### config.mk
export PLATFORM = sky130hd
export DESIGN_NAME = pbc_top
export DESIGN_NICKNAME = d
export VERILOG_FILES = /design/src/logic/pbc_pkg.sv /design/src/logic/pbc_src_if.sv /design/src/logic/pbc_src_mux.sv /design/src/logic/pbc_top.sv
export VERILOG_INCLUDE_DIRS = /design/src /design/src/logic
export SDC_FILE = /design/constraint.sdc
export NUM_CORES = 1
export LEC_CHECK = 0
export ABC_AREA = 1
export BUFFER_PORTS_ARGS = -buffer_cell sky130_fd_sc_hd__buf_4
export CAP_MARGIN = 25
export CORE_UTILIZATION = 39
export CTS_CLUSTER_DIAMETER = 30
export DETAILED_ROUTE_END_ITERATION = 12
export PLACE_DENSITY = 0.7
export SYNTH_ARGS = -nofsm -noshare
export SYNTH_HDL_FRONTEND = slang
export SYNTH_SLANG_ARGS = --single-unit
### constraint.sdc
create_clock -name clk_sys -period 1.3 [get_ports clk_sys]
set_input_delay 0.195 -clock clk_sys [delete_from_list [all_inputs] [get_ports clk_sys]]
set_output_delay 0.195 -clock clk_sys [all_outputs]
set_load 0.02 [all_outputs]
### src/logic/pbc_map.svh
`ifndef PBC_MAP_SVH
`define PBC_MAP_SVH

// Register word addresses
`define PBC_ADDR_BLANK_CTRL   4'h0
`define PBC_ADDR_BLANK_DELAY  4'h1
`define PBC_ADDR_AUX_CTRL     4'h2
`define PBC_ADDR_OUT_LEVELS   4'h3

// Blanking control fields
`define PBC_BIT_HI_RISE       15
`define PBC_BIT_HI_FALL       14
`define PBC_BIT_LO_RISE       13
`define PBC_BIT_LO_FALL       12
`define PBC_BIT_FAULT_BLANK   11
`define PBC_BIT_CURLIM_BLANK  10
`define PBC_BIT_SEL_HIGH      5
`define PBC_BIT_SEL_LOW       4
`define PBC_BIT_HI_OUT_HIGH   3
`define PBC_BIT_HI_OUT_LOW    2
`define PBC_BIT_LO_OUT_HIGH   1
`define PBC_BIT_LO_OUT_LOW    0
`define PBC_BLANK_CTRL_MASK   16'hFC3F

// Delay and auxiliary fields
`define PBC_DELAY_MASK        16'h0FFF
`define PBC_AUX_MASK          16'h0F3F
`define PBC_STATE_SRC_LSB     8
`define PBC_CHOP_SRC_LSB      2
`define PBC_BIT_HI_CHOP       1
`define PBC_BIT_LO_CHOP       0

// Output level register fields
`define PBC_OUT_LEVELS_MASK   16'h000F
`define PBC_FAULT_LVL_LSB     2
`define PBC_CURLIM_LVL_LSB    0

// Reset value of every register
`define PBC_RESET_VALUE       16'h0000

`endif

### src/logic/pbc_pkg.sv
`default_nettype none
package pbc_pkg;
   typedef logic [3:0]  pbc_sel_t;
   typedef logic [11:0] pbc_count_t;
   typedef logic [15:0] pbc_word_t;
   // Source codes shared by state-blank and chop selectors
   typedef enum logic [3:0] {
      PBC_SRC_NONE = 4'h0,
      PBC_SRC_GEN1 = 4'h1,
      PBC_SRC_GEN2 = 4'h2,
      PBC_SRC_GEN3 = 4'h3
   } pbc_src_t;
endpackage
`default_nettype wire

### src/logic/pbc_src_if.sv
`timescale 1ns/100ps
`default_nettype none
// Source selection bundle between top and selector
interface pbc_src_if;
   logic [3:0] code;
   logic       base;
   logic [2:0] gen_hi;
   logic       sel;
   modport user (output code, output base, output gen_hi, input sel);
   modport mux  (input code, input base, input gen_hi, output sel);
endinterface
`default_nettype wire

### src/logic/pbc_src_mux.sv
`timescale 1ns/100ps
`default_nettype none
// Picks base source or a generator high-side output; reserved codes give 0
module pbc_src_mux
   import pbc_pkg::*;
(
   pbc_src_if.mux s
);
   always_comb begin
      case (s.code)
         PBC_SRC_NONE: s.sel = s.base;
         PBC_SRC_GEN1: s.sel = s.gen_hi[0];
         PBC_SRC_GEN2: s.sel = s.gen_hi[1];
         PBC_SRC_GEN3: s.sel = s.gen_hi[2];
         default:      s.sel = 1'b0;
      endcase
   end
endmodule
`default_nettype wire

### src/logic/pbc_top.sv
// Functional notes
// Four edge enables start blanking counter
// Fault blank enable lets counter mask fault
// Current-limit blank enable lets counter mask limit
// Twelve-bit delay, upper four bits zero
// Mask while selected blank signal high
// Mask while selected blank signal low
// Mask on own high-side output level
// Mask on own low-side output level
// State source: none, generator 1-3, reserved
// Selected signal masks only when enabled
// Chop source: chop clock, generator 1-3
// Chop source gates chop-enabled outputs
// High-side chop enable bit
// Low-side chop enable bit
// Active fault forces fault output levels
// Active current-limit forces limit levels
// Edge loads counter, masks until zero
// Chop ANDed after other output processing
// Config clears on reset, unused bits zero
`timescale 1ns/100ps
`default_nettype none
`include "pbc_map.svh"
module pbc_top
   import pbc_pkg::*;
(
   // Clock and reset
   input  wire logic        clk_sys,
   input  wire logic        reset,
   // Register port
   input  wire logic [3:0]  reg_addr,
   input  wire logic [15:0] reg_wdata,
   input  wire logic        reg_wr,
   input  wire logic        reg_rd,
   output var  logic [15:0] reg_rdata,
   // Generator signals, same clock
   input  wire logic        gen_hi,
   input  wire logic        gen_lo,
   input  wire logic [2:0]  gen_peer_hi,
   input  wire logic        chop_clk,
   // Protection inputs, qualified by upstream logic
   input  wire logic        fault_in,
   input  wire logic        curlim_in,
   // Conditioned outputs
   output var  logic        fault_active,
   output var  logic        curlim_active,
   output var  logic        blank_busy,
   output var  logic        high_side_output,
   output var  logic        low_side_output
);

   ////////////////////////////////////////////////////////////////////
   // Registers

   pbc_word_t  blank_ctrl_q;
   pbc_word_t  blank_delay_q;
   pbc_word_t  aux_ctrl_q;
   pbc_word_t  out_levels_q;

   // Blanking control, unimplemented bits dropped
   always_ff @(posedge clk_sys) begin
      if (reset) begin
         blank_ctrl_q <= `PBC_RESET_VALUE;
      end else if (reg_wr && (reg_addr == `PBC_ADDR_BLANK_CTRL)) begin
         blank_ctrl_q <= reg_wdata & `PBC_BLANK_CTRL_MASK;
      end
   end

   // Blanking delay, only the twelve count bits kept
   always_ff @(posedge clk_sys) begin
      if (reset) begin
         blank_delay_q <= `PBC_RESET_VALUE;
      end else if (reg_wr && (reg_addr == `PBC_ADDR_BLANK_DELAY)) begin
         blank_delay_q <= reg_wdata & `PBC_DELAY_MASK;
      end
   end

   // Source selectors and chop enables
   always_ff @(posedge clk_sys) begin
      if (reset) begin
         aux_ctrl_q <= `PBC_RESET_VALUE;
      end else if (reg_wr && (reg_addr == `PBC_ADDR_AUX_CTRL)) begin
         aux_ctrl_q <= reg_wdata & `PBC_AUX_MASK;
      end
   end

   // Forced pin levels for fault and current limit
   always_ff @(posedge clk_sys) begin
      if (reset) begin
         out_levels_q <= `PBC_RESET_VALUE;
      end else if (reg_wr && (reg_addr == `PBC_ADDR_OUT_LEVELS)) begin
         out_levels_q <= reg_wdata & `PBC_OUT_LEVELS_MASK;
      end
   end

   pbc_word_t  rd_word;

   // Read mux, unmapped addresses read zero
   always_comb begin
      case (reg_addr)
         `PBC_ADDR_BLANK_CTRL:  rd_word = blank_ctrl_q;
         `PBC_ADDR_BLANK_DELAY: rd_word = blank_delay_q;
         `PBC_ADDR_AUX_CTRL:    rd_word = aux_ctrl_q;
         `PBC_ADDR_OUT_LEVELS:  rd_word = out_levels_q;
         default:               rd_word = `PBC_RESET_VALUE;
      endcase
   end

   // Read data stands only in the cycle after the strobe
   // Zero between reads keeps an idle bus free of stale words
   always_ff @(posedge clk_sys) begin
      if (reset) begin
         reg_rdata <= 16'h0000;
      end else if (reg_rd) begin
         reg_rdata <= rd_word;
      end else begin
         reg_rdata <= 16'h0000;
      end
   end

   ////////////////////////////////////////////////////////////////////
   // Field decode

   logic       hi_rise_trig_en;
   logic       hi_fall_trig_en;
   logic       lo_rise_trig_en;
   logic       lo_fall_trig_en;
   logic       fault_blank_en;
   logic       curlim_blank_en;
   logic       blank_on_sel_high;
   logic       blank_on_sel_low;
   logic       blank_when_hi_out_high;
   logic       blank_when_hi_out_low;
   logic       blank_when_lo_out_high;
   logic       blank_when_lo_out_low;
   pbc_count_t blank_delay_count;
   pbc_sel_t   state_blank_source;
   pbc_sel_t   chop_source;
   logic       hi_chop_en;
   logic       lo_chop_en;
   logic [1:0] fault_out_levels;
   logic [1:0] curlim_out_levels;

   // Field views of the configuration words
   assign hi_rise_trig_en        = blank_ctrl_q[`PBC_BIT_HI_RISE];
   assign hi_fall_trig_en        = blank_ctrl_q[`PBC_BIT_HI_FALL];
   assign lo_rise_trig_en        = blank_ctrl_q[`PBC_BIT_LO_RISE];
   assign lo_fall_trig_en        = blank_ctrl_q[`PBC_BIT_LO_FALL];
   assign fault_blank_en         = blank_ctrl_q[`PBC_BIT_FAULT_BLANK];
   assign curlim_blank_en        = blank_ctrl_q[`PBC_BIT_CURLIM_BLANK];
   assign blank_on_sel_high      = blank_ctrl_q[`PBC_BIT_SEL_HIGH];
   assign blank_on_sel_low       = blank_ctrl_q[`PBC_BIT_SEL_LOW];
   assign blank_when_hi_out_high = blank_ctrl_q[`PBC_BIT_HI_OUT_HIGH];
   assign blank_when_hi_out_low  = blank_ctrl_q[`PBC_BIT_HI_OUT_LOW];
   assign blank_when_lo_out_high = blank_ctrl_q[`PBC_BIT_LO_OUT_HIGH];
   assign blank_when_lo_out_low  = blank_ctrl_q[`PBC_BIT_LO_OUT_LOW];
   assign blank_delay_count      = blank_delay_q[11:0];
   assign state_blank_source     = aux_ctrl_q[`PBC_STATE_SRC_LSB +: 4];
   assign chop_source            = aux_ctrl_q[`PBC_CHOP_SRC_LSB +: 4];
   assign hi_chop_en             = aux_ctrl_q[`PBC_BIT_HI_CHOP];
   assign lo_chop_en             = aux_ctrl_q[`PBC_BIT_LO_CHOP];
   assign fault_out_levels       = out_levels_q[`PBC_FAULT_LVL_LSB +: 2];
   assign curlim_out_levels      = out_levels_q[`PBC_CURLIM_LVL_LSB +: 2];

   ////////////////////////////////////////////////////////////////////
   // Source selectors

   // One selector each for state blanking and chop
   pbc_src_if state_src ();
   pbc_src_if chop_src ();

   // Code 0 of the state selector means no source
   assign state_src.code   = state_blank_source;
   assign state_src.base   = 1'b0;
   assign state_src.gen_hi = gen_peer_hi;
   assign chop_src.code    = chop_source;
   assign chop_src.base    = chop_clk;
   assign chop_src.gen_hi  = gen_peer_hi;

   // Reserved codes select a constant low
   pbc_src_mux u_state_mux (
      .s (state_src)
   );

   pbc_src_mux u_chop_mux (
      .s (chop_src)
   );

   ////////////////////////////////////////////////////////////////////
   // Leading-edge blanking counter

   logic       hi_prev_q;
   logic       lo_prev_q;
   logic       edge_trig;
   pbc_count_t blank_cnt_q;
   pbc_count_t blank_cnt_d;

   // Previous output levels for edge detection
   always_ff @(posedge clk_sys) begin
      if (reset) begin
         hi_prev_q <= 1'b0;
         lo_prev_q <= 1'b0;
      end else begin
         hi_prev_q <= gen_hi;
         lo_prev_q <= gen_lo;
      end
   end

   logic       hi_rise;
   logic       hi_fall;
   logic       lo_rise;
   logic       lo_fall;

   // Raw edges against the level seen one clock earlier
   // Previous levels clear to low, so an input already high after reset reads as a rising edge
   assign hi_rise = gen_hi & ~hi_prev_q;
   assign hi_fall = ~gen_hi & hi_prev_q;
   assign lo_rise = gen_lo & ~lo_prev_q;
   assign lo_fall = ~gen_lo & lo_prev_q;

   // Enabled edges only; a cleared enable ignores its edge
   assign edge_trig = (hi_rise_trig_en & hi_rise)
                    | (hi_fall_trig_en & hi_fall)
                    | (lo_rise_trig_en & lo_rise)
                    | (lo_fall_trig_en & lo_fall);

   // Load on edge, count down to zero
   // A fresh edge reloads, so blanking restarts
   always_comb begin
      if (edge_trig) begin
         blank_cnt_d = blank_delay_count;
      end else if (blank_cnt_q != 12'h000) begin
         blank_cnt_d = blank_cnt_q - 12'h001;
      end else begin
         blank_cnt_d = 12'h000;
      end
   end

   // Blanking counter register
   always_ff @(posedge clk_sys) begin
      if (reset) begin
         blank_cnt_q <= 12'h000;
      end else begin
         blank_cnt_q <= blank_cnt_d;
      end
   end

   ////////////////////////////////////////////////////////////////////
   // Masking

   logic leb_mask;
   logic state_mask;
   logic fault_mask;
   logic curlim_mask;
   logic fault_eff;
   logic curlim_eff;

   // Mask already in the edge cycle, so the first clock is covered
   assign leb_mask = edge_trig ? (blank_delay_count != 12'h000)
                               : (blank_cnt_q != 12'h000);

   logic sel_active;
   logic sel_mask;
   logic own_mask;

   // Code zero turns the selected-signal blanking off
   assign sel_active = (state_blank_source != 4'h0);

   // Blanking while the selected signal sits at a chosen level
   assign sel_mask = (blank_on_sel_high & sel_active &  state_src.sel)
                   | (blank_on_sel_low  & sel_active & ~state_src.sel);

   // Blanking while this channel's own outputs sit at a chosen level
   assign own_mask = (blank_when_hi_out_high &  gen_hi)
                   | (blank_when_hi_out_low  & ~gen_hi)
                   | (blank_when_lo_out_high &  gen_lo)
                   | (blank_when_lo_out_low  & ~gen_lo);

   // State blanking covers both inputs whatever the edge enables say
   assign state_mask = sel_mask | own_mask;

   // Masked conditions never reach pins or flags
   assign fault_mask  = (fault_blank_en & leb_mask) | state_mask;
   assign curlim_mask = (curlim_blank_en & leb_mask) | state_mask;
   assign fault_eff   = fault_in & ~fault_mask;
   assign curlim_eff  = curlim_in & ~curlim_mask;

   ////////////////////////////////////////////////////////////////////
   // Output processing

   logic hi_forced;
   logic lo_forced;
   logic hi_d;
   logic lo_d;

   // Fault wins over current limit
   always_comb begin
      if (fault_eff) begin
         hi_forced = fault_out_levels[1];
         lo_forced = fault_out_levels[0];
      end else if (curlim_eff) begin
         hi_forced = curlim_out_levels[1];
         lo_forced = curlim_out_levels[0];
      end else begin
         hi_forced = gen_hi;
         lo_forced = gen_lo;
      end
   end

   // Chop gates last, so a forced high level is chopped too
   always_comb begin
      hi_d = hi_forced;
      lo_d = lo_forced;
      if (hi_chop_en) begin
         hi_d = hi_forced & chop_src.sel;
      end
      if (lo_chop_en) begin
         lo_d = lo_forced & chop_src.sel;
      end
   end

   // Pin outputs
   always_ff @(posedge clk_sys) begin
      if (reset) begin
         high_side_output <= 1'b0;
         low_side_output  <= 1'b0;
      end else begin
         high_side_output <= hi_d;
         low_side_output  <= lo_d;
      end
   end

   // Status flags, one cycle behind the inputs
   always_ff @(posedge clk_sys) begin
      if (reset) begin
         fault_active  <= 1'b0;
         curlim_active <= 1'b0;
         blank_busy    <= 1'b0;
      end else begin
         fault_active  <= fault_eff;
         curlim_active <= curlim_eff;
         blank_busy    <= leb_mask;
      end
   end

endmodule
`default_nettype wire

==> results of run 1 <==
-- final timing paths --
path,endpoint,depth (start not counted)
hold reg to reg,reg_rdata[15],2
hold / removal,curlim_active,2
setup reg to reg,high_side_output,12
setup / recovery,high_side_output,12
-- synth_stat cells, drive strengths merged --
cell,count
a221oi,4
a22oi,2
a21o,1
xnor2,3
inv,59
nand3,36
clkbuf,8
dfxtp,73
a21oi,55
o21ai,30
o22ai,5
nor3,6
nand3b,1
o221ai,2
o211ai,2
xor2,5
nor2,44
ha,2
buf,7
nand2,97
-- report_power, final --
group          internal [mW]  switching (mW)
Clock                   1.24           0.835
Combinational           1.53            1.55
Sequential              2.47           0.161
-- worst max-delay path, stage by stage, from the launching register on --
cell,delay (ns)
dfxtp_4,0.35
nor2_4,0.12
nand2_2,0.09
nor2_4,0.13
nand2_2,0.07
nand2_4,0.09
nand2_4,0.07
nand2_4,0.09
nand3_4,0.09
nand2_1,0.07
nand3_1,0.06
nand2_1,0.06
inv_1,0.03
-- metal layers --
| metal | global-route usage [%] | vias up | share of wire (%) |
|---|---|---|---|
| met4 | 7.44 | 0 | 1.6 |
| met1 | 25.3 | 1463 | 42 |
| li1 | - | 1637 | - |
| met2 | 37.3 | 91 | 51 |
| met3 | 4.55 | 13 | 4.8 |
| met5 | 0 | - | 0 |
-- registers in the layout, summed over array words and instances, names as in the netlist --
name              cells
out_levels_q          4
blank_cnt_q          12
low_side_output       1
lo_prev_q             1
blank_delay_q        12
reg_rdata            16
curlim_active         1
high_side_output      1
aux_ctrl_q           10
hi_prev_q             1
fault_active          1
blank_busy            1
blank_ctrl_q         12
-- cell type report --
| cell class | count | share of cell area (%) |
|---|---|---|
| clock inverter | 4 | 1.62 |
| clock buffer | 12 | 3.63 |
| inverter | 59 | 4.92 |
| timing repair buffer | 107 | 18.0 |
| tap | 102 | 2.80 |
| multi-input combinational | 295 | 36.5 |
| sequential | 73 | 32.5 |
-- per-stage QoR --
step                hold WS (ns)  setup WS, ns
floorplan                  0.317       0.00692
global placement           0.453       -0.0795
detailed placement         0.454        -0.108
CTS                        0.111       -0.0708
global route               0.116        -0.238
finish                     0.134        -0.131
-- cells by family (layout without fill, tap and decap cells) --
family	Yosys count	in the layout	synth area share (%)
buffers and inverters	74	182	8.85
and+or+nand+nor	184	184	26.1
xor gates and xnor gates	8	8	2.16
DFF	73	73	45.1
adders and majority gates	2	2	0.773
AOI/OAI and AO/OA	101	101	17.0
-- timing repair --
item,in CTS,in global routing
gates resized for setup,26,38
pin swaps,13,21
cloned,0,0
endpoints found under the setup margin,10,16
setup buffers,5,4
==> impl_metrics.tcl, run 1 <==
set metrics [dict create \
    syn_to_final_growth_pct 40.7 \
    core_mm2 0.00789 \
    relSlewSlack_pct 78.8 \
    r2r_setup_slack_ns -0.13 \
    critPathKind "flip-flop to flip-flop" \
    setup_violations 7 \
    min_period_over_period_pct 110 \
    ys_seq_area_share_pct 45.1 \
    max_freq_mhz 699 \
    fin_tns_setup_ns -0.534 \
    rsz0062_at_grt "true" \
    dp_hpwl_mm 6.24 \
    cap_violations 0 \
    clockRootBuffer "clkbuf_8" \
    route.detailed.drc 0 \
    cp-start-kind "flip-flop" \
    final_common_cell "buf_4" \
    power_mw 7.78 \
    ys_warn_count 0 \
    fin_nets 579 \
    ys_types 27 \
    drive_gt1_share_pct 36.2 \
    synth_nets 476 \
    seq_area_mm2 0.00148 \
    critPathMaxFanout 4 \
    netlist.area_leader.share_pct 45.1 \
    overflow 0 \
    final_cell_area_mm2 0.00456 \
    multi_input_area_mm2 0.00166 \
    numPortBuffers 52 \
    start_util_pct 41.1 \
    p_per_area_mw_per_mm2 1710 \
    cp.arrival_ns 1.67 \
    gp_congestion 0.834 \
    yosys.area.top_type "dfxtp_1" \
    hp-class "input port to flip-flop" \
    ios 53 \
    worstHoldStart "reset" \
    dpl.cell_count 628 \
    crit-reg2reg-launch "blank_cnt_q[5]" \
    crit_start "blank_cnt_q[5]" \
    status "finished with violations" \
    cts_buffers 9 \
    wire_per_inst_um 13.6 \
    vias_per_cell 4.91 \
    cts_sinks 73 \
    dr.pass1.iters 7 \
    wl_mm 8.90 \
    dieArea_mm2 0.00867 \
    stdcell_count 652 \
    fin_crit_ns 1.43 \
    clock_path_buffers 2 \
    syn-instance-count 442 \
    die_h_um 93.1 \
    grt_max_degree 24 \
    diodes 0 \
    hold_viol 0 \
    grt_use_total_pct 21.2 \
    syn_avg_cell_area_um2 7.33 \
    nFillCells 680 \
    grt_first_pass_wirelength_mm 14.2 \
    cts_hold_buf 0 \
    ant_nets 0 \
    fin_ws_ns -0.131 \
    synth.area.top_cells "dfxtp_1 45%, nand2_1 10%, a21oi_1 8.3%" \
    drt_iter0_markers 159 \
    setup.worst_path.end_class "flip-flop" \
    synth-seq-cells 73 \
    worstSkewPairLatency_ns 0.34 \
    antenna_found_initial 0 \
    syn_area_mm2 0.00324 \
    tightest_slew_ns 0.317 \
    grt_pass1_vias 3083 \
    clkTransAtPathRegs_ns 0.08 \
    finalClockSkew_ns 0.00560 \
    worstPathRequired_ns 1.54 \
    violations "negative setup slack" \
    slew_viol_final 0 \
    fin_util_pct 57.8 \
    final_cell_mix "102 x buf_4, 78 x nand2_1, 61 x dfxtp_1, 50 x inv_1, 50 x a21oi_1" \
    num_vias 3204 \
    h-tree-depth 3 \
    cts_tree "built" \
    row_count 32 \
    p_leak_nw 2.01 \
    irDropWorstVdd_uv 770 \
    die_w_um 93.1 \
    placed_cell_area_mm2 0.00404 \
]
Note: power is estimated with default switching activity, not from simulation.
==> inputs of run 2 (changes only) <==
Settings changed: CTS_BUF_LIST set to sky130_fd_sc_hd__clkbuf_4 sky130_fd_sc_hd__clkbuf_8, SKIP_CTS_REPAIR_TIMING set to 1.
==> impl_metrics.tcl, run 2 (synthesis results as in run 1) <==
set metrics [dict create \
    status "finished with violations" \
    violations "negative setup slack" \
    cts_sinks 73 \
    regMostFlops "reg_rdata" \
    setup.worst_path.end_class "flip-flop" \
    r2r_cells 10 \
    clockRootBuffer "clkbuf_8" \
    gp_congestion 0.834 \
    largest_reg_flops 16 \
    cp.depth 10 \
    start_util_pct 41.1 \
    crit-reg2reg-launch "aux_ctrl_q[10]" \
    antenna_found_initial 0 \
    cpMaxStageDelayCell "dfxtp_2" \
    rsz0062_at_grt "true" \
    fin_ws_ns -0.163 \
    slowest_delay_ns 0.34 \
    clock_path_buffers 2 \
    r2r_setup_slack_ns -0.16 \
    grt_max_degree 24 \
    max_freq_mhz 684 \
    clkTransAtPathRegs_ns 0.08 \
    vias_per_cell 4.92 \
    wl_mm 8.67 \
    drive_gt1_share_pct 35.9 \
    cp.arrival_ns 1.71 \
    placed_cell_area_mm2 0.00404 \
    reg2reg_to "high_side_output" \
    cap_violations 0 \
    power_mw 7.30 \
    place_ws_ns -0.108 \
    hold_viol 0 \
    final_common_cell "buf_4" \
    fin_crit_ns 1.46 \
    syn_to_final_growth_pct 38.2 \
    p_leak_nw 1.97 \
    overflow 0 \
    drt_iter0_markers 164 \
    diodes 0 \
    ios 53 \
    wire_per_inst_um 13.4 \
    finalClockSkew_ns 0.00632 \
    min_period_over_period_pct 113 \
    num_vias 3186 \
    relSlewSlack_pct 78.1 \
    hp-class "input port to flip-flop" \
    p_per_area_mw_per_mm2 1630 \
    die_w_um 93.1 \
    path_cells "nor2_4 > inv_2 > o21ai_0 > nor2_1 > nor2_2 > nand3_4 > nand2_2 > nand3_2 > nand2_1 > inv_1" \
    tightest_slew_ns 0.328 \
    critPathMaxFanout 3 \
    worstPathRequired_ns 1.54 \
    slew_viol_final 0 \
    final_cell_area_mm2 0.00447 \
    core_mm2 0.00789 \
    dieArea_mm2 0.00867 \
    timing.hold.ws_ns 0.129 \
    irDropWorstVdd_uv 763 \
    cts_tree "built" \
    dp_hpwl_mm 6.24 \
    critical_path.endpoint "high_side_output" \
    h-tree-depth 3 \
    die_h_um 93.1 \
    worstSkewPairLatency_ns 0.34 \
    fin_util_pct 56.7 \
    critPathKind "flip-flop to flip-flop" \
    dr.pass1.iters 5 \
    grt_pass1_vias 3024 \
    route.detailed.drc 0 \
    grt_first_pass_wirelength_mm 13.9 \
    ant_nets 0 \
    numPortBuffers 52 \
    cts_buffers 9 \
    crit_start "aux_ctrl_q[10]" \
    fin_nets 575 \
    row_count 32 \
    grt_use_total_pct 20.6 \
    final_cell_mix "101 x buf_4, 79 x nand2_1, 61 x dfxtp_1, 52 x a21oi_1, 49 x inv_1" \
    setup_violations 7 \
    cp-start-kind "flip-flop" \
    crit_buf_inv 2 \
    critical_path.top_delay_family "simple AND/OR/NAND/NOR gates" \
]
[run 2: cell count changes in the layout (fill, tap and decap cells not counted), moves of 2 or more]
cell | before | now
a21oi_1 | 50 | 52
a21oi_2 | 5 | 3
buf_6 | 5 | 2
inv_2 | 8 | 10
nand2_4 | 5 | 3
nor2_1 | 26 | 24
nor2_2 | 9 | 14
nor2_4 | 9 | 6
[run 2: worst min path at each step]
stage                      start              end  slack [ns]  cells after the start
6_report                   reset    curlim_active        0.13                      2
3_5_place_dp    blank_ctrl_q[15]    reg_rdata[15]        0.45                      2
3_3_place_gp   blank_delay_q[11]  blank_cnt_q[11]        0.45                      2
2_1_floorplan             gen_lo        lo_prev_q        0.32                      2
4_1_cts                    reset  out_levels_q[0]        0.11                      2
5_1_grt                    reset    curlim_active        0.12                      2
[run 2: stage by stage]
step | instances | TNS (ns)
3_5_place_dp | 628 | -0.536
4_1_cts | 644 | -0.742
5_1_grt | 648 | -1.69
3_3_place_gp | 628 | -0.219
6_report | 648 | -0.510
2_1_floorplan | 442 | 0
[run 2: final cells by class]
cell class              count  area, um^2
clock inverters             4        73.8
fillers                   704        3410
clock buffers              12         165
well taps                 102         128
multi-input cells         295        1630
inverters                  59         221
flip-flops and latches     73        1480
repair buffers            103         781
[run 2: power by group]
group,internal (mW),switching (mW),total [mW]
Clock,1.24,0.846,2.08
Combinational,1.28,1.33,2.62
Sequential,2.46,0.140,2.60
Total,4.98,2.32,7.30
[run 2: routing by layer]
layer / share of wire (%) / wire [um] / global-route usage, %
met3: 4.4 / 378 / 4.39
met4: 1.7 / 147 / 6.28
met2: 51 / 4400 / 36.3
met5: 0 / 0 / 0
met1: 43 / 3740 / 25.1
==> inputs of run 3 (changes only) <==
Settings changed: CORE_MARGIN set to 2.
==> impl_metrics.tcl, run 3 (synthesis results as in run 1) <==
set metrics [dict create \
    grt_use_total_pct 19.9 \
    fin_crit_ns 1.41 \
    slew_viol_final 0 \
    min_period_over_period_pct 109 \
    multi_input_area_mm2 0.00163 \
    diodes 0 \
    h-tree-depth 3 \
    critical_path.top_delay_family "simple AND/OR/NAND/NOR gates" \
    tightest_slew_ns 0.440 \
    cap_violations 0 \
    cp.arrival_ns 1.67 \
    row_count 33 \
    cts_tree "built" \
    die_h_um 95.1 \
    combinationalPowerShare_pct 36.8 \
    worstSkewPairLatency_ns 0.35 \
    start_util_pct 39.8 \
    status "finished with violations" \
    final_common_cell "buf_4" \
    fin_util_pct 54.0 \
    dp_hpwl_mm 6.38 \
    rsz0062_at_grt "true" \
    antenna_found_initial 0 \
    grt_util_met3_pct 3.24 \
    violations "negative setup slack" \
    critPathKind "flip-flop to flip-flop" \
    hold_viol 0 \
    final_cell_mix "97 x buf_4, 75 x nand2_1, 65 x dfxtp_1, 53 x a21oi_1, 49 x inv_1" \
    stdcell_count 645 \
    crit_buf_inv 1 \
    clock_path_buffers 2 \
    cts_buffers 9 \
    worstHoldStart "reg_wdata[13]" \
    worstPathRequired_ns 1.55 \
    critPathMostFrequentCell "nand2_1" \
    largest_reg_flops 16 \
    crit-reg2reg-launch "blank_delay_q[8]" \
    relSlewSlack_pct 70.6 \
    gp_congestion 0.907 \
    fin_ws_ns -0.114 \
    nFillCells 773 \
    r2r_setup_slack_ns -0.11 \
    cp.depth 12 \
    ant_nets 0 \
    slowest_delay_ns 0.31 \
    p_per_area_mw_per_mm2 1540 \
    syn_to_final_growth_pct 35.6 \
    path_cells "nor2_1 > nand2_1 > nor2_2 > nand2_1 > nand2_2 > nand2_4 > nand2_4 > nand3_4 > nand2_1 > nand3_1 > nand2_1 > inv_1" \
    hp-class "input port to flip-flop" \
    grt_max_degree 33 \
    cts_sinks 73 \
    drt_iter0_markers 176 \
    num_vias 3185 \
    hold_end "blank_ctrl_q[13]" \
    clockRootBuffer "clkbuf_8" \
    switching_share_pct 33.4 \
    cp-start-kind "flip-flop" \
    cpMaxStageDelayCell "dfxtp_1" \
    wire_per_inst_um 13.6 \
    critPathMaxFanout 3 \
    min_path_cells 3 \
    use_met1_pct 24.8 \
    vias_per_cell 4.94 \
    max_freq_mhz 707 \
    setup_violations 7 \
    numPortBuffers 52 \
    clkTransAtPathRegs_ns 0.08 \
    core_mm2 0.00813 \
    ios 53 \
    finalClockSkew_ns 0.00818 \
    seq_area_mm2 0.00148 \
    setup.worst_path.end_class "flip-flop" \
    overflow 0 \
    irDropWorstVdd_uv 624 \
    cell_internal_pwr_mw 4.50 \
    grt_first_pass_wirelength_mm 13.7 \
    dpl.cell_count 628 \
    p_switching_mw 2.25 \
    fin_nets 570 \
    drive_gt1_share_pct 34.3 \
    grt_util_met2_pct 33.2 \
    regMostFlops "reg_rdata" \
    p_clk_share_pct 24.7 \
    die_w_um 95.1 \
    grt_most_used_layer "met2" \
    seq_power_share_pct 38.5 \
    dr.pass1.iters 4 \
    r2r_cells 12 \
    wl_mm 8.76 \
    reg2reg_to "low_side_output" \
    p_leak_nw 1.93 \
    dieArea_mm2 0.00905 \
    route.detailed.drc 0 \
    grt_pass1_vias 2976 \
]
==> run 3: changes by cell type in the layout (fill, tap and decap cells not counted), moves of 2 or more <==
cell       previous run  this run
buf_4               101        97
buf_6                 2         0
bufinv_16             2         0
dfxtp_1              61        65
dfxtp_2              12         6
dfxtp_4               0         2
nand2_1              79        75
nand2_2              15        17
nand2_4               3         5
==> run 3: power groups by stage <==
stage | clock network [mW] | logic, mW | registers, mW
CTS | 1.69 | 2.10 | 2.56
global route | 1.80 | 2.76 | 2.62
floorplan | 0 | 1.27 | 2.63
detailed placement | 0 | 2.08 | 2.61
global placement | 0 | 2.04 | 2.60
finish | 1.67 | 2.48 | 2.60
==> run 3: tightest hold or removal path: cells and delay by family <==
kind            cells  cell delay (ns)
compound gates      2             0.17
buf+inv             1             0.08
==> run 3: how the worst max path moves through the flow <==
stage	startpoint	to	slack, ns
floorplan	blank_cnt_q[0]	high_side_output	0.007
global placement	aux_ctrl_q[11]	high_side_output	-0.1
detailed placement	aux_ctrl_q[9]	high_side_output	-0.15
CTS	aux_ctrl_q[8]	high_side_output	-0.16
global route	blank_cnt_q[2]	blank_cnt_q[9]	-0.22
finish	blank_delay_q[8]	low_side_output	-0.11
==> run 3: cell type report <==
class | instances | share of cell area (%)
Clock buffer | 13 | 3.93
Clock inverter | 2 | 0.285
Inverter | 59 | 5.10
Multi-Input combinational cell | 295 | 37.0
Sequential cell | 73 | 33.6
Tap cell | 105 | 2.99
Timing Repair Buffer | 98 | 17.0
==> run 3: metrics by stage <==
step / hold WS (ns) / TNS, ns / setup slack [ns] / instance area (um^2) / power (mW)
floorplan: 0.317 / 0 / 0.00692 / 3240 / 3.89
global placement: 0.455 / -0.236 / -0.0956 / 4040 / 4.64
detailed placement: 0.460 / -0.572 / -0.152 / 4040 / 4.69
CTS: 0.118 / -0.739 / -0.159 / 4220 / 6.35
global route: 0.130 / -1.30 / -0.222 / 4390 / 7.18
finish: 0.123 / -0.364 / -0.114 / 4390 / 6.75
==> run 3: layer usage <==
metal / vias up / wire, um
met5: - / 0
met1: 1466 / 3790
met3: 21 / 409
li1: 1621 / -
met4: 0 / 235
met2: 77 / 4330
